===== src/bslrd_pkg.sv =====
package bslrd_pkg;

  ////////////////////////////////////////////////////////////////////////////
  // chain geometry
  localparam int          STAGES        = 64;
  localparam int          PIN_COUNT     = 10;

  ////////////////////////////////////////////////////////////////////////////
  // register map, byte addresses
  localparam logic [7:0]  ADDR_CTRL     = 8'h00;
  localparam logic [7:0]  ADDR_SHIFT_LO = 8'h04;
  localparam logic [7:0]  ADDR_SHIFT_HI = 8'h08;
  localparam logic [7:0]  ADDR_LATCH_LO = 8'h0c;
  localparam logic [7:0]  ADDR_LATCH_HI = 8'h10;
  localparam logic [7:0]  ADDR_PINS     = 8'h14;

  // control fields
  localparam int          CTRL_SOFT_CLEAR = 0;
  localparam int          CTRL_SOFT_OFF   = 1;
  localparam int          CTRL_WIDTH      = 2;
  localparam logic [1:0]  CTRL_RESET      = 2'h0;

  // synchronised pin vector layout
  localparam int          PIN_XFER_CLK  = 0;
  localparam int          PIN_LEFT_IN   = 1;
  localparam int          PIN_RIGHT_IN  = 2;
  localparam int          PIN_DIR       = 3;
  localparam int          PIN_CLEAR_N   = 4;
  localparam int          PIN_ODD_STB   = 5;
  localparam int          PIN_EVEN_STB  = 6;
  localparam int          PIN_OE_N      = 7;
  localparam int          PIN_LBLANK_N  = 8;
  localparam int          PIN_HBLANK    = 9;
  // all zero: register cleared, outputs high impedance
  localparam logic [9:0]  PIN_RESET     = 10'h000;

  ////////////////////////////////////////////////////////////////////////////
  // timing
  localparam int          CLK_MHZ              = 200;
  localparam int          XFER_CLK_MAX_MHZ     = 12;
  localparam int          XFER_MIN_PERIOD_CYC  =
    (CLK_MHZ + XFER_CLK_MAX_MHZ - 1) / XFER_CLK_MAX_MHZ;

  ////////////////////////////////////////////////////////////////////////////
  // types
  typedef logic [STAGES-1:0] bslrd_row_t;

  typedef enum logic [1:0] {
    DRV_HIZ  = 2'b00,
    DRV_LOW  = 2'b01,
    DRV_HIGH = 2'b10,
    DRV_DATA = 2'b11
  } bslrd_drive_mode_t;

endpackage : bslrd_pkg


===== src/bslrd_drive_if.sv =====
`timescale 1ns/10ps
interface bslrd_drive_if;
  import bslrd_pkg::*;

  bslrd_row_t latchBits;
  logic       outEnableN;
  logic       lowBlankN;
  logic       highBlank;
  bslrd_row_t drvOut;
  bslrd_row_t drvOe;

  modport ctrl (
    output latchBits,
    output outEnableN,
    output lowBlankN,
    output highBlank,
    input  drvOut,
    input  drvOe
  );

  modport stage (
    input  latchBits,
    input  outEnableN,
    input  lowBlankN,
    input  highBlank,
    output drvOut,
    output drvOe
  );
endinterface : bslrd_drive_if


===== src/bslrd_row_driver.sv =====
`timescale 1ns/10ps
module bslrd_row_driver (
  input  wire logic               mclk,
  input  wire logic               reset,
  // serial row interface pins
  input  wire logic               transferClk,
  input  wire logic               shiftDirectionSelect,
  input  wire logic               registerClear_n,
  input  wire logic               oddLatchStrobe,
  input  wire logic               evenLatchStrobe,
  input  wire logic               outputDriveEnable_n,
  input  wire logic               forceLowBlank_n,
  input  wire logic               forceHighBlank,
  input  wire logic               leftSerialIn,
  output logic                    leftSerialOut,
  output logic                    leftSerialOe,
  input  wire logic               rightSerialIn,
  output logic                    rightSerialOut,
  output logic                    rightSerialOe,
  output bslrd_pkg::bslrd_row_t   driverOutputs,
  output bslrd_pkg::bslrd_row_t   driverOutputsOe,
  // AHB-Lite slave
  input  wire logic               hsel,
  input  wire logic [31:0]        haddr,
  input  wire logic [1:0]         htrans,
  input  wire logic               hwrite,
  input  wire logic [2:0]         hsize,
  input  wire logic [31:0]        hwdata,
  input  wire logic               hready,
  output logic                    hreadyout,
  output logic                    hresp,
  output logic [31:0]             hrdata
);
  import bslrd_pkg::*;

  logic [PIN_COUNT-1:0]   pinMetaQ;
  logic [PIN_COUNT-1:0]   pinSyncQ;
  logic [PIN_COUNT-1:0]   pinRaw;
  logic                   xferClkDlyQ;
  logic                   xferRise;
  logic                   dirS;
  logic                   clearActive;
  bslrd_row_t             shiftQ;
  bslrd_row_t             latchQ;
  logic [CTRL_WIDTH-1:0]  ctrlQ;
  logic                   wrPendQ;
  logic [7:0]             wrAddrQ;
  logic                   addrPhase;
  logic [CTRL_WIDTH-1:0]  ctrlView;
  logic [31:0]            rdData;

  bslrd_drive_if drv ();

  ////////////////////////////////////////////////////////////////////////////
  // pin synchroniser, two flops before any logic
  always_comb begin
    pinRaw               = '0;
    pinRaw[PIN_XFER_CLK] = transferClk;
    pinRaw[PIN_LEFT_IN]  = leftSerialIn;
    pinRaw[PIN_RIGHT_IN] = rightSerialIn;
    pinRaw[PIN_DIR]      = shiftDirectionSelect;
    pinRaw[PIN_CLEAR_N]  = registerClear_n;
    pinRaw[PIN_ODD_STB]  = oddLatchStrobe;
    pinRaw[PIN_EVEN_STB] = evenLatchStrobe;
    pinRaw[PIN_OE_N]     = outputDriveEnable_n;
    pinRaw[PIN_LBLANK_N] = forceLowBlank_n;
    pinRaw[PIN_HBLANK]   = forceHighBlank;
  end

  always_ff @(posedge mclk or posedge reset) begin
    if (reset) begin
      pinMetaQ <= PIN_RESET;
      pinSyncQ <= PIN_RESET;
    end else begin
      pinMetaQ <= pinRaw;
      pinSyncQ <= pinMetaQ;
    end
  end

  // data pins share the clock's latency, so sampling stays aligned
  always_ff @(posedge mclk or posedge reset) begin
    if (reset) begin
      xferClkDlyQ <= 1'b0;
    end else begin
      xferClkDlyQ <= pinSyncQ[PIN_XFER_CLK];
    end
  end

  assign xferRise    = pinSyncQ[PIN_XFER_CLK] & ~xferClkDlyQ;
  assign dirS        = pinSyncQ[PIN_DIR];
  assign clearActive = ~pinSyncQ[PIN_CLEAR_N] | ctrlQ[CTRL_SOFT_CLEAR];

  ////////////////////////////////////////////////////////////////////////////
  // shift chain: shiftQ[0] is stage 1, shiftQ[STAGES-1] is stage 64
  always_ff @(posedge mclk or posedge reset) begin
    if (reset) begin
      shiftQ <= '0;
    end else if (clearActive) begin
      shiftQ <= '0;
    end else if (xferRise) begin
      if (!dirS) begin
        shiftQ <= {shiftQ[STAGES-2:0], pinSyncQ[PIN_LEFT_IN]};
      end else begin
        shiftQ <= {pinSyncQ[PIN_RIGHT_IN], shiftQ[STAGES-1:1]};
      end
    end
  end

  ////////////////////////////////////////////////////////////////////////////
  // cascade ports; the idle end is released so the feeder may drive it
  always_ff @(posedge mclk or posedge reset) begin
    if (reset) begin
      leftSerialOut  <= 1'b0;
      leftSerialOe   <= 1'b0;
      rightSerialOut <= 1'b0;
      rightSerialOe  <= 1'b0;
    end else begin
      leftSerialOut  <= shiftQ[0];
      leftSerialOe   <= dirS;
      rightSerialOut <= shiftQ[STAGES-1];
      rightSerialOe  <= ~dirS;
    end
  end

  ////////////////////////////////////////////////////////////////////////////
  // latches; stage 1 (index 0) counts as odd
  genvar i;
  generate
    for (i = 0; i < STAGES; i++) begin : g_latch
      localparam int STB = (i % 2 == 0) ? PIN_ODD_STB : PIN_EVEN_STB;
      always_ff @(posedge mclk or posedge reset) begin
        if (reset) begin
          latchQ[i] <= 1'b0;
        end else if (!pinSyncQ[STB]) begin
          latchQ[i] <= shiftQ[i];
        end
      end
    end
  endgenerate

  ////////////////////////////////////////////////////////////////////////////
  // output stage
  assign drv.latchBits  = latchQ;
  assign drv.outEnableN = pinSyncQ[PIN_OE_N] & ~ctrlQ[CTRL_SOFT_OFF];
  assign drv.lowBlankN  = pinSyncQ[PIN_LBLANK_N];
  assign drv.highBlank  = pinSyncQ[PIN_HBLANK];

  bslrd_output_stage u_stage (
    .mclk  (mclk),
    .reset (reset),
    .drv   (drv.stage)
  );

  assign driverOutputs   = drv.drvOut;
  assign driverOutputsOe = drv.drvOe;

  ////////////////////////////////////////////////////////////////////////////
  // AHB-Lite slave: zero wait states, read data registered at address phase
  assign hreadyout = 1'b1;
  assign hresp     = 1'b0;
  assign addrPhase = hsel & hready & htrans[1];

  always_ff @(posedge mclk or posedge reset) begin
    if (reset) begin
      wrPendQ <= 1'b0;
      wrAddrQ <= 8'h00;
    end else if (hready) begin
      wrPendQ <= addrPhase & hwrite;
      wrAddrQ <= haddr[7:0];
    end
  end

  always_ff @(posedge mclk or posedge reset) begin
    if (reset) begin
      ctrlQ <= CTRL_RESET;
    end else if (wrPendQ && wrAddrQ == ADDR_CTRL) begin
      ctrlQ <= hwdata[CTRL_WIDTH-1:0];
    end
  end

  // a read right behind a write to control sees the new value
  assign ctrlView = (wrPendQ && wrAddrQ == ADDR_CTRL) ?
                    hwdata[CTRL_WIDTH-1:0] : ctrlQ;

  always_comb begin
    rdData = 32'h0000_0000;
    case (haddr[7:0])
      ADDR_CTRL:     rdData[CTRL_WIDTH-1:0] = ctrlView;
      ADDR_SHIFT_LO: rdData = shiftQ[31:0];
      ADDR_SHIFT_HI: rdData = shiftQ[63:32];
      ADDR_LATCH_LO: rdData = latchQ[31:0];
      ADDR_LATCH_HI: rdData = latchQ[63:32];
      ADDR_PINS:     rdData[PIN_COUNT-1:0] = pinSyncQ;
      default:       rdData = 32'h0000_0000;
    endcase
  end

  always_ff @(posedge mclk or posedge reset) begin
    if (reset) begin
      hrdata <= 32'h0000_0000;
    end else if (addrPhase && !hwrite) begin
      hrdata <= rdData;
    end
  end
endmodule : bslrd_row_driver


===== src/bslrd_output_stage.sv =====
`timescale 1ns/10ps
module bslrd_output_stage (
  input wire logic mclk,
  input wire logic reset,
  bslrd_drive_if.stage drv
);
  import bslrd_pkg::*;

  bslrd_drive_mode_t mode;

  ////////////////////////////////////////////////////////////////////////////
  // override priority: hi-z, then low blank, then high blank
  always_comb begin
    if (!drv.outEnableN) begin
      mode = DRV_HIZ;
    end else if (!drv.lowBlankN) begin
      mode = DRV_LOW;
    end else if (drv.highBlank) begin
      mode = DRV_HIGH;
    end else begin
      mode = DRV_DATA;
    end
  end

  ////////////////////////////////////////////////////////////////////////////
  genvar i;
  generate
    for (i = 0; i < STAGES; i++) begin : g_drv
      always_ff @(posedge mclk or posedge reset) begin
        if (reset) begin
          drv.drvOut[i] <= 1'b0;
          drv.drvOe[i]  <= 1'b0;
        end else begin
          case (mode)
            DRV_HIZ: begin
              drv.drvOut[i] <= 1'b0;
              drv.drvOe[i]  <= 1'b0;
            end
            DRV_LOW: begin
              drv.drvOut[i] <= 1'b0;
              drv.drvOe[i]  <= 1'b1;
            end
            DRV_HIGH: begin
              drv.drvOut[i] <= 1'b1;
              drv.drvOe[i]  <= 1'b1;
            end
            DRV_DATA: begin
              // drivers invert the latch
              drv.drvOut[i] <= ~drv.latchBits[i];
              drv.drvOe[i]  <= 1'b1;
            end
            default: begin
              drv.drvOut[i] <= 1'b0;
              drv.drvOe[i]  <= 1'b0;
            end
          endcase
        end
      end
    end
  endgenerate
endmodule : bslrd_output_stage


===== config.mk =====
export PLATFORM = sky130hd
export DESIGN_NAME = bslrd_row_driver
export DESIGN_NICKNAME = d
export VERILOG_FILES = /design/src/bslrd_pkg.sv /design/src/bslrd_drive_if.sv /design/src/bslrd_row_driver.sv /design/src/bslrd_output_stage.sv
export SDC_FILE = /design/constraint.sdc
export NUM_CORES = 1
export LEC_CHECK = 0
export BUFFER_PORTS_ARGS = -buffer_cell sky130_fd_sc_hd__buf_2
export CAP_MARGIN = 20
export CORE_AREA = 2 2 151 153
export CTS_BUF_LIST = sky130_fd_sc_hd__clkbuf_4 sky130_fd_sc_hd__clkbuf_8
export DETAILED_ROUTE_END_ITERATION = 7
export DIE_AREA = 0 0 153 155
export PLACE_DENSITY_LB_ADDON = 0.12
export SYNTH_ARGS = -nofsm -noshare
export SYNTH_HDL_FRONTEND = slang
export SYNTH_SLANG_ARGS = --single-unit

===== constraint.sdc =====
create_clock -name mclk -period 8.95 [get_ports mclk]
set_clock_uncertainty 0.1 [all_clocks]
set_input_delay 1.3425 -clock mclk [delete_from_list [all_inputs] [get_ports mclk]]
set_output_delay 1.3425 -clock mclk [all_outputs]
set_load 0.01 [all_outputs]

### Word-level counts from Yosys, hierarchy flattened

Index checks and enable logic that the tools add are counted.

| word-level totals | value |
|---|---|
| flip-flop bits (word level) | 261 |
| latch bits | 0 |
| bits in writable memories | 0 |
| ROM bits | 0 |
| input port bits | 84 |
| output and inout port bits | 166 |
| logic and storage cells | 307 |
| memories | 0 |

| cells by class | value |
|---|---|
| $add $sub $neg | 0 |
| multiply operators | 0 |
| div/mod/pow operators | 0 |
| magnitude comparators | 0 |
| equal/unequal tests | 8 |
| shift operators | 0 |
| multiplexer cells | 75 |
| bitwise gates (word level) | 74 |
| reduce and logical (&&, ||, !) cells | 9 |

Operator list:

| kind | count |
|---|---|
| two-way mux 64 bit | 3 |
| case mux 1 bit (3 select lines) | 64 |
| case mux 22 bit (4 select lines) | 1 |
| inverter 1 bit | 68 |
| case mux 8 bit (5 select lines) | 1 |
| equality test 8 x 4 -> 1 bit (second input constant) | 2 |
| equality test 8 x 5 -> 1 bit (second input constant) | 2 |
| logical NOT 8 bit | 2 |
| case mux 2 bit (6 select lines) | 1 |
| equality test 8 x 3 -> 1 bit (second input constant) | 1 |
| two-way mux 2 bit | 3 |
| bitwise AND 1 bit | 5 |
| equality test 2 bit (second input constant) | 2 |
| OR reduction 3 bit | 1 |
| equality test 2 x 1 -> 1 bit (second input constant) | 1 |
| logical AND 1 bit | 2 |
| logical NOT 2 bit | 1 |
| case mux 1 bit (2 select lines) | 1 |
| nonzero test 2 bit | 1 |
| OR reduction 2 bit | 1 |
| logical NOT 1 bit | 1 |
| two-way mux 1 bit | 1 |
| bitwise OR 1 bit | 1 |

### Longest topological paths before layout

Gate-level depths: netlist of run 1.

| depth | value |
|---|---|
| word-level depth | 6 |
| gate-level depth with buffers | 7 |
| gate-level depth less buffers | 4 |

### Hierarchy

Synthesis of run 1 repeated with hierarchy kept, for this count alone.

| unflattened totals | value |
|---|---|
| cell total of the unflattened synthesis | 920 |
| area total of the unflattened synthesis | 11,436.0 um^2 |

By module, submodules not included:

| module | instances | cells an instance | area an instance (um^2) | seq. area each (um^2) |
|---|---|---|---|---|
| bslrd_row_driver | 1 | 712 | 8,633.3 | 4,904.7 |
| bslrd_output_stage | 1 | 208 | 2,802.7 | 1,626.6 |

### Least setup slack after synthesis of run 1

No wires, ideal clock.

| timing path | value |
|---|---|
| path type | reg-to-output |
| start | register, netlist name u_stage.drv.drvOe[20] |
| end | output port driverOutputsOe[10] |
| arrival | 1,576 ps |
| required time | 7,507 ps |
| slack | 5,931 ps |
| cell stages (with the launch flop) | 2 |
| buffers on the path | 1 |
| cell sequence | dfrtp_1 > buf_4 |

RTL lines:

| item | RTL line | RTL |
|---|---|---|
| end, declared | bslrd_row_driver.sv:21 | `output bslrd_pkg::bslrd_row_t driverOutputsOe,` |

### Worst setup path in the final report of run 1

| timing path | value |
|---|---|
| start | input port haddr[2] |
| end | register hrdata[13] |

| between the ends | value |
|---|---|
| cells in the longest elaborated chain, start to end | 2 |
| elaborated cells on any way between the ends | 5 |
| classes of those cells | eq/ne: 4; mux: 1 |

RTL lines:

| item | RTL line | RTL |
|---|---|---|
| start, declared | bslrd_row_driver.sv:24 | `input wire logic [31:0] haddr,` |
| equality test 8 x 5 -> 1 bit (tied with other cells) | bslrd_row_driver.sv:187 | `case (haddr[7:0])` |
| case mux 22 bit (4 select lines) * | bslrd_row_driver.sv:187 |  |
| end signal, assigned | bslrd_row_driver.sv:202 | `hrdata <= rdData;` |
| end, declared | bslrd_row_driver.sv:32 | `output logic [31:0] hrdata` |

Mark *: on every way between the ends. The rest lies on a longest branch, timed or not.
A chain may end at the register's enable or synchronous reset.

==> impl_metrics.json, run 1 <==
{
  "outcome": "complete, no violations",
  "grt_pass1_wl_mm": 40.6,
  "chipHeight_um": 155,
  "cp_data_arrival_time_ns": 3.85,
  "ys_async_sr_fraction_pct": 100,
  "cp.required_ns": 9.29,
  "grt_max_degree": 140,
  "p_total_uw": 2420,
  "first_global_vias": 7351,
  "drcViolationCount": 0,
  "placed_cell_area_um2": 11800,
  "avgViaCountPerCell": 5.39,
  "cts_buffers": 42,
  "cts_hold_buf": 0,
  "multi_input_area_um2": 3800,
  "drt_iter0_drc": 364,
  "place_congestion": 0.738,
  "synthTopCellsByArea": "dfrtp_1 (59%), mux2i_1 (9.7%), mux2_2 (7.3%), buf_4 (4.6%), nand2_1 (3.4%)",
  "final_max_slew_viol_count": 0,
  "setup_tns_ns": 0,
  "p_leak_uw": 0.00639,
  "cp-start-kind": "primary input",
  "synth.cell_area_um2": 11100,
  "yosys-top-cells-count": "dfrtp_1 (261), mux2i_1 (108), nand2_1 (100)",
  "area.sequential_um2": 6540,
  "worst-path-max-fanout": 37,
  "antenna_found_initial": 0,
  "num_vias": 7320,
  "worstPathCellList": "buf_2 -> buf_4 -> or4b_1 -> nor2_4 -> a221oi_1 -> o21ai_1",
  "die_w_um": 153,
  "postLayoutSetupSlackWorst_ns": 5.45,
  "wl_mm": 25.1,
  "postLayoutCellArea_um2": 12700,
  "clkTransAtPathRegs_ns": 0.06,
  "synth_top_area_share_pct": 58.6,
  "dp_slack_ns": 4.92,
  "min_period_ns": 3.50,
  "synth_top_area_cell": "dfrtp_1",
  "yosys_warnings": 0,
  "worstSetupEndpointType": "register",
  "fillers": 1952,
  "synth_nets": 1014,
  "yosysSeqAreaShare_pct": 58.6,
  "wl_per_cell_um": 18.5,
  "antenna_left": 0,
  "dp_hpwl_mm": 14.6,
  "cts_resized": 0,
  "rows": 55,
  "portBuffers": 189,
  "core_area_um2": 22200,
  "insertion_delay_ns": 0.54,
  "dr.pass1.iters": 5,
  "ir_drop_mv": 0.118,
  "drive_above_1_share_pct": 35.3,
  "clockRootBuffer": "clkbuf_8",
  "rsz0062_at_grt": "false",
  "finalSetupViolCount": 0,
  "cpMaxStageDelayCell": "or4b_1",
  "synth_ff_type": "dfrtp_1",
  "cts_tree": "built",
  "num_antenna_cells": 0,
  "clock_path_buffers": 3,
  "synthDistinctLibCells": 37,
  "grt_overflow": 0,
  "synth-edff-count": 0,
  "power_density_nw_per_um2": 191,
  "fmax_ghz": 0.285,
  "crit_type": "primary input to register",
  "yosys_register_bits": 261,
  "start_util_pct": 50.1,
  "postCtsSetupBuffers": 0,
  "finalCritPeriodShare_pct": 39.2,
  "slowest_delay_ns": 0.80,
  "synth.most_common_cell": "dfrtp_1",
  "r2r_slack_ns": 6.91,
  "htree_levels": 2,
  "grtUsageTotal_pct": 21.1,
  "hold_violations": 0,
  "dieArea_um2": 23700,
  "cp_num_buf_inv": 2,
  "slew_headroom_pct": 25.2,
  "cts.sinks": 261,
  "nets": 1129,
  "syn_area_per_cell_um2": 12.0,
  "worstMarginPinSlew_ns": 1.12,
  "io_pins": 250,
  "area_delta_synth_final_pct": 13.8,
  "crit_family": "simple AND/OR/NAND/NOR gates",
  "cap_violations": 0,
  "synthCells": 930,
  "min_path_type": "register to register"
}
[per-layer routing]
| metal | part of all wire, % | wire [um] | track usage (%) |
|---|---|---|---|
| met1 | 46 | 11500 | 29.8 |
| met2 | 48 | 12100 | 33.9 |
| met3 | 4.7 | 1170 | 4.26 |
| met4 | 1.2 | 295 | 5.20 |
| met5 | 0 | 0 | 0 |
[stage by stage]
stage | cells | hold slack (ns) | utilization (%)
final | 1357 | 0.246 | 57.0
after global routing | 1357 | 0.253 | 57.0
after CTS | 1355 | 0.250 | 56.8
after detailed placement | 1284 | 0.236 | 52.9
after global placement | 1284 | 0.233 | 52.9
after floorplan | 930 | 0.231 | -
[registers in the layout, indices dropped and copies added (netlist names), 2 cells and up]
signal	count
wrAddrQ	8
hrdata	32
pinSyncQ	10
u_stage.drv.drvOut	64
shiftQ	64
pinMetaQ	10
drv.latchBits	64
ctrlQ	2
[layout make-up]
cell class / instances / area share [%]
Multi-Input combinational cell: 530 / 30.0
Inverter: 6 / 0.237
Clock inverter: 4 / 0.158
Timing Repair Buffer: 204 / 8.61
Sequential cell: 261 / 51.5
Clock buffer: 67 / 6.68
Tap cell: 285 / 2.81
[power breakdown]
| group | internal, uW | switching (uW) |
|---|---|---|
| combinational | 54.9 | 109 |
| clock | 595 | 444 |
| sequential | 1200 | 11.0 |
[final timing paths]
kind                             start                      to  depth (start not counted)
setup / recovery              haddr[2]              hrdata[13]                          6
hold / removal             pinMetaQ[5]             pinSyncQ[5]                          0
setup reg to reg           pinSyncQ[3]               hrdata[3]                          5
hold reg to reg            pinMetaQ[5]             pinSyncQ[5]                          0
max in group asynchronous        reset             pinMetaQ[5]                          3
min in group asynchronous        reset  u_stage.drv.drvOut[56]                          2
[layout by cell type (no fill, tap or decap), drive strengths merged]
cell type	netlist	layout
a211oi	1	1
a21oi	74	74
a221oi	22	22
and3	1	1
buf	90	204
clkbuf	43	67
clkinv	0	4
conb	2	2
dfrtp	261	261
inv	6	6
mux2	72	72
mux2i	108	108
nand2	100	100
nand3b	2	2
nand4	2	2
nand4b	1	1
nor2	5	5
nor2b	2	2
nor3	22	22
nor3b	2	2
nor4	2	2
o211ai	2	2
o21ai	95	95
o221ai	1	1
o22ai	9	9
or2	1	1
or3	1	1
or4b	2	2
xnor2	1	1
[kinds of logic (layout without fill, tap and decap cells)]
| group | Yosys count | after routing | share of synthesized area (%) |
|---|---|---|---|
| AOI/OAI and AO/OA | 204 | 204 | 10.2 |
| other | 2 | 2 | 0.0674 |
| buffers and inverters | 139 | 281 | 7.38 |
| xor gates and xnor gates | 1 | 1 | 0.0786 |
| muxes | 180 | 180 | 17.0 |
| and+or+nand+nor | 143 | 143 | 6.70 |
| DFF | 261 | 261 | 58.6 |
No activity file was read; power rests on OpenSTA's default activity.
==> run 2, diff against run 1 <==
--- a/config.mk
+++ b/config.mk
@@ -5,12 +5,13 @@
 export SDC_FILE = /design/constraint.sdc
 export NUM_CORES = 1
 export LEC_CHECK = 0
+export ABC_AREA = 1
 export BUFFER_PORTS_ARGS = -buffer_cell sky130_fd_sc_hd__buf_2
 export CAP_MARGIN = 20
-export CORE_AREA = 2 2 151 153
+export CORE_AREA = 2 2 144 146
 export CTS_BUF_LIST = sky130_fd_sc_hd__clkbuf_4 sky130_fd_sc_hd__clkbuf_8
 export DETAILED_ROUTE_END_ITERATION = 7
-export DIE_AREA = 0 0 153 155
+export DIE_AREA = 0 0 146 148
 export PLACE_DENSITY_LB_ADDON = 0.12
 export SYNTH_ARGS = -nofsm -noshare
 export SYNTH_HDL_FRONTEND = slang
==> constraint.sdc (replaced) <==
create_clock -name mclk -period 3.38 [get_ports mclk]
set_clock_uncertainty 0.1 [all_clocks]
set_input_delay 0.507 -clock mclk [delete_from_list [all_inputs] [get_ports mclk]]
set_output_delay 0.507 -clock mclk [all_outputs]
set_load 0.01 [all_outputs]
==> run 2 against run 1 <==
Non-clock buffer count is 12 higher. Clock-buffer cell count is 4 higher. Worst hold slack got worse by 0.20 ns.
==> impl_metrics.json, run 2 <==
{
  "outcome": "complete, no violations",
  "synth_nets": 1290,
  "clockRootBuffer": "clkbuf_8",
  "reg2reg_to": "shiftQ[2]",
  "dr.pass1.iters": 6,
  "r2r_slack_ns": 1.35,
  "final_max_slew_viol_count": 0,
  "synth_ff_type": "dfrtp_1",
  "r2r-start": "ctrlQ[0]",
  "cts_resized": 0,
  "slew_headroom_pct": 36.1,
  "grt_use_met3_pct": 4.66,
  "nets": 1410,
  "fmax_ghz": 0.490,
  "chipHeight_um": 148,
  "grt_max_degree": 85,
  "endpoint": "driverOutputsOe[17]",
  "synth.most_common_cell": "nand2_1",
  "synthDistinctLibCells": 27,
  "cp.required_ns": 2.77,
  "placed_cell_area_um2": 11700,
  "cts.sinks": 261,
  "ys_async_sr_fraction_pct": 100,
  "wl_per_cell_um": 16.7,
  "gr-max-usage-layer": "met2",
  "postLayoutCellArea_um2": 12800,
  "drcViolationCount": 0,
  "p_leak_uw": 0.00648,
  "drt_iter0_drc": 700,
  "cp-start-kind": "register",
  "startpoint": "u_stage.drv.drvOe[20]",
  "synth_top_area_share_pct": 58.9,
  "final_common_cell": "nand2_1",
  "finalSetupViolCount": 0,
  "synth_top_area_cell": "dfrtp_1",
  "clkTransAtPathRegs_ns": 0.06,
  "synth-edff-count": 0,
  "antenna_left": 0,
  "grtUsageTotal_pct": 25.7,
  "synth.cell_area_um2": 11100,
  "power_density_nw_per_um2": 540,
  "cts_tree": "built",
  "first_global_vias": 8379,
  "combPwrFrac_pct": 8.4,
  "grt_overflow": 0,
  "p_sw_uw": 1700,
  "cts_buffers": 42,
  "ir_drop_mv": 0.359,
  "dieArea_um2": 21600,
  "hold_violations": 0,
  "drive_above_1_share_pct": 23.9,
  "finalCritPeriodShare_pct": 60.4,
  "crit_type": "register to output pin",
  "grt_pass1_wl_mm": 44.3,
  "die_w_um": 146,
  "final_cell_mix": "nand2_1 (271), dfrtp_1 (258), buf_2 (189), o21ai_0 (142)",
  "cp_data_arrival_time_ns": 1.43,
  "place_congestion": 0.827,
  "wl_mm": 27.2,
  "portBuffers": 189,
  "core_area_um2": 20000,
  "start_util_pct": 55.4,
  "worstSetupEndpointType": "output pin",
  "insertion_delay_ns": 0.55,
  "min_path_type": "primary input to asynchronous set/reset pin",
  "yosys-top-cells-count": "nand2_1 (273), dfrtp_1 (261), o21ai_0 (142)",
  "num_vias": 8667,
  "io_pins": 250,
  "clock_path_buffers": 3,
  "r2r.worst_path.cells": 4,
  "synthTopCellsByArea": "dfrtp_1 (59%), nand2_1 (9.2%), o21ai_0 (6.4%), buf_4 (4.8%), a21oi_1 (3.7%)",
  "area_delta_synth_final_pct": 15.2,
  "avgViaCountPerCell": 5.32,
  "worst-path-max-fanout": 64,
  "rsz0062_at_grt": "false",
  "yosys_warnings": 0,
  "postCtsSetupBuffers": 0,
  "min_period_ns": 2.04,
  "rows": 52,
  "power.share.clock_pct": 42.6,
  "antenna_found_initial": 0,
  "worstMarginPinSlew_ns": 0.956,
  "dp_hpwl_mm": 16.6,
  "seqPwrFrac_pct": 49.0,
  "power.internal_uw": 5200,
  "grt_use_met1_pct": 36.2,
  "cap_violations": 0,
  "cts_hold_buf": 10,
  "htree_levels": 2,
  "fin_hold_ws_ns": 0.0496,
  "synthCells": 1206,
  "syn_area_per_cell_um2": 9.20,
  "yosys_register_bits": 261,
  "swShare_pct": 24.7,
  "use_met2_pct": 41.8,
  "num_antenna_cells": 0,
  "yosysSeqAreaShare_pct": 58.9
}
==> run 2: routing by layer <==
layer / vias to the layer above / part of all wire, %
met1: 4124 / 44
met3: 46 / 7.5
met4: 0 / 1.8
met5: - / 0
met2: 367 / 47
li1: 4130 / -
==> run 2: cells by family after synthesis <==
logic type	Yosys count	share of synthesized area, %
AOI/OAI and AO/OA	334	15.9
buffers and inverters	235	10.9
and+or+nand+nor	374	14.3
DFF	261	58.9
other	2	0.0677
==> run 2: area by class of cell <==
class | count | area (um2)
Clock buffer | 71 | 890
Clock inverter | 5 | 50.0
Fill cell | 1722 | 7250
Inverter | 95 | 360
Multi-Input combinational cell | 710 | 3360
Sequential cell | 261 | 6540
Tap cell | 270 | 338
Timing Repair Buffer | 216 | 1250
==> run 2: worst min-delay path by stage <==
stage / from / to / slack, ns / depth (start not counted)
2_1_floorplan: pinMetaQ[0] / pinSyncQ[0] / 0.23 / 0
3_3_place_gp: pinMetaQ[6] / pinSyncQ[6] / 0.23 / 0
3_5_place_dp: pinMetaQ[6] / pinSyncQ[6] / 0.24 / 0
4_1_cts: reset / shiftQ[20] / 0.06 / 3
5_1_grt: reset / hrdata[1] / 0.08 / 3
6_report: reset / u_stage.drv.drvOe[20] / 0.05 / 3
==> run 2: power groups by stage <==
stage | sequential (uW) | combinational [uW] | clock, uW
5_1_grt | 3390 | 651 | 3130
4_1_cts | 3390 | 570 | 2990
3_5_place_dp | 3440 | 558 | 0
2_1_floorplan | 3430 | 387 | 0
3_3_place_gp | 3440 | 550 | 0
6_report | 3380 | 581 | 2940
==> run 2: through the flow <==
stage,instances,setup slack (ns),total power (uW),util [%],TNS [ns]
finish,1628,1.34,6900,63.8,0
global route,1628,1.23,7170,63.8,0
CTS,1626,1.29,6950,63.6,0
detailed placement,1540,1.07,4000,58.4,0
global placement,1540,1.07,3990,58.4,0
floorplan,1206,-0.669,3820,-,-174.49
==> run 2: worst max-delay path, stage by stage, from the launching register on <==
cell,delay [ns]
dfrtp_1,0.32
buf_4,0.35
buf_2,0.21
==> run 3, diff against run 2 <==
==> constraint.sdc (replaced) <==
create_clock -name mclk -period 2 [get_ports mclk]
set_clock_uncertainty 0.1 [all_clocks]
set_input_delay 0.3 -clock mclk [delete_from_list [all_inputs] [get_ports mclk]]
set_output_delay 0.3 -clock mclk [all_outputs]
set_load 0.01 [all_outputs]
==> run 3 against run 2 <==
Register-to-register slack worse by 0.91 ns. Final cell count rose by 1.6%. Sequential share of layout area down 1.3 points. Clock power rose by 75%. Via count rose by 1.9%. Sequential power increased by 69%. Largest power group unchanged. Critical path type unchanged. Flip-flop and latch count is the same.
==> impl_metrics.json, run 3 (same netlist as run 2, synthesis figures left out) <==
{
  "wl_mm": 27.5,
  "drive_above_1_share_pct": 24.3,
  "clockRootBuffer": "clkbuf_8",
  "finalCritPeriodShare_pct": 91.6,
  "worst-path-max-fanout": 64,
  "dieArea_um2": 21600,
  "dp_slack_ns": 0.217,
  "htree_levels": 2,
  "nets": 1435,
  "grt_overflow": 0,
  "hold_violations": 0,
  "cpMaxStageDelayCell": "buf_4",
  "clkTransAtPathRegs_ns": 0.06,
  "slew_headroom_pct": 52.5,
  "insertion_delay_ns": 0.55,
  "slowest_delay_ns": 0.36,
  "fin_hold_ws_ns": 0.0726,
  "cap_violations": 0,
  "area_delta_synth_final_pct": 18.2,
  "p_total_uw": 11900,
  "final_max_slew_viol_count": 0,
  "rows": 52,
  "grtUsageTotal_pct": 25.7,
  "min_period_ns": 1.83,
  "fmax_ghz": 0.546,
  "drcViolationCount": 0,
  "stdcell_count": 1654,
  "die_w_um": 146,
  "antenna_found_initial": 0,
  "crit_type": "register to output pin",
  "cp.required_ns": 1.60,
  "antenna_left": 0,
  "dr.pass1.iters": 6,
  "grt_max_degree": 75,
  "r2r_slack_ns": 0.44,
  "worstMarginPinSlew_ns": 0.712,
  "avgViaCountPerCell": 5.34,
  "dp_hpwl_mm": 17.3,
  "final_cell_mix": "nand2_1 (271), dfrtp_1 (258), buf_2 (189), o21ai_0 (142)",
  "core_area_um2": 20000,
  "postCtsSetupBuffers": 0,
  "grt_pass1_wl_mm": 44.1,
  "place_congestion": 0.833,
  "power_density_nw_per_um2": 905,
  "cts.sinks": 261,
  "portBuffers": 189,
  "outcome": "complete, no violations",
  "min_path_type": "primary input to register",
  "worstSetupEndpointType": "output pin",
  "p_leak_uw": 0.00663,
  "r2r.worst_path.cells": 4,
  "cts_hold_buf": 23,
  "finalSetupViolCount": 0,
  "cts_buffers": 43,
  "first_global_vias": 8364,
  "min_path_cells": 5,
  "final_common_cell": "nand2_1",
  "drt_iter0_drc": 747,
  "rsz0062_at_grt": "false",
  "cp_data_arrival_time_ns": 1.43,
  "cts_tree": "built",
  "cts_resized": 0,
  "io_pins": 250,
  "chipHeight_um": 148,
  "dp.cells": 1553,
  "ir_drop_mv": 0.559,
  "cp-start-kind": "register",
  "wl_per_cell_um": 16.6,
  "postLayoutSetupSlackWorst_ns": 0.168,
  "num_vias": 8830,
  "worstPathCellList": "buf_4 -> buf_2",
  "clock_path_buffers": 3,
  "num_antenna_cells": 0,
  "start_util_pct": 55.4
}
[run 3: changes by cell type in the layout (fill, tap and decap cells not counted)]
cell           change
buf_12             +7
buf_4              +4
bufinv_16          +1
clkbuf_4           -7
clkbuf_8           +1
clkinv_2           +4
clkinv_4           +1
clkinvlp_4         +2
dlygate4sd3_1     +13
[run 3: cell type report]
type | instances | area (um2)
fillers | 1675 | 6920
flip-flops and latches | 261 | 6540
multi-input cells | 710 | 3360
repair buffers | 240 | 1550
clock buffers | 65 | 851
inverters | 95 | 360
well taps | 270 | 338
clock inverters | 13 | 124
[run 3: layer usage]
layer  wire [um]  vias up  GRT usage (%)
met1       12000     4220           35.9
met4         607        0           7.43
met3        1910       52           4.60
met5           0        -              0
li1            -     4190              -
met2       13000      368           42.0
[run 3: stage by stage]
stage | instance area [um2] | TNS, ns | utilization, %
finish | 13100 | 0 | 65.5
global route | 13100 | 0 | 65.5
global placement | 11900 | 0 | 59.5
floorplan | 11100 | -480.65 | -
CTS | 13100 | 0 | 65.5
detailed placement | 11900 | 0 | 59.5
[run 3: power breakdown]
| group | internal, uW | switching [uW] |
|---|---|---|
| Clock | 2990 | 2140 |
| Combinational | 369 | 674 |
| Sequential | 5530 | 166 |
| Total | 8890 | 2990 |
[run 3: worst paths after layout]
path | startpoint | to
max | u_stage.drv.drvOe[20] | driverOutputsOe[62]
min | htrans[1] | hrdata[0]
max reg2reg | ctrlQ[1] | u_stage.drv.drvOut[4]
min reg2reg | pinMetaQ[2] | pinSyncQ[2]
max in group asynchronous | reset | shiftQ[58]
min in group asynchronous | reset | hrdata[1]
[run 3: worst max-delay path, delay by kind of cell (launching register included)]
kind | cells | cell delay, ns
flip-flops | 1 | 0.32
buffers and inverters | 2 | 0.57
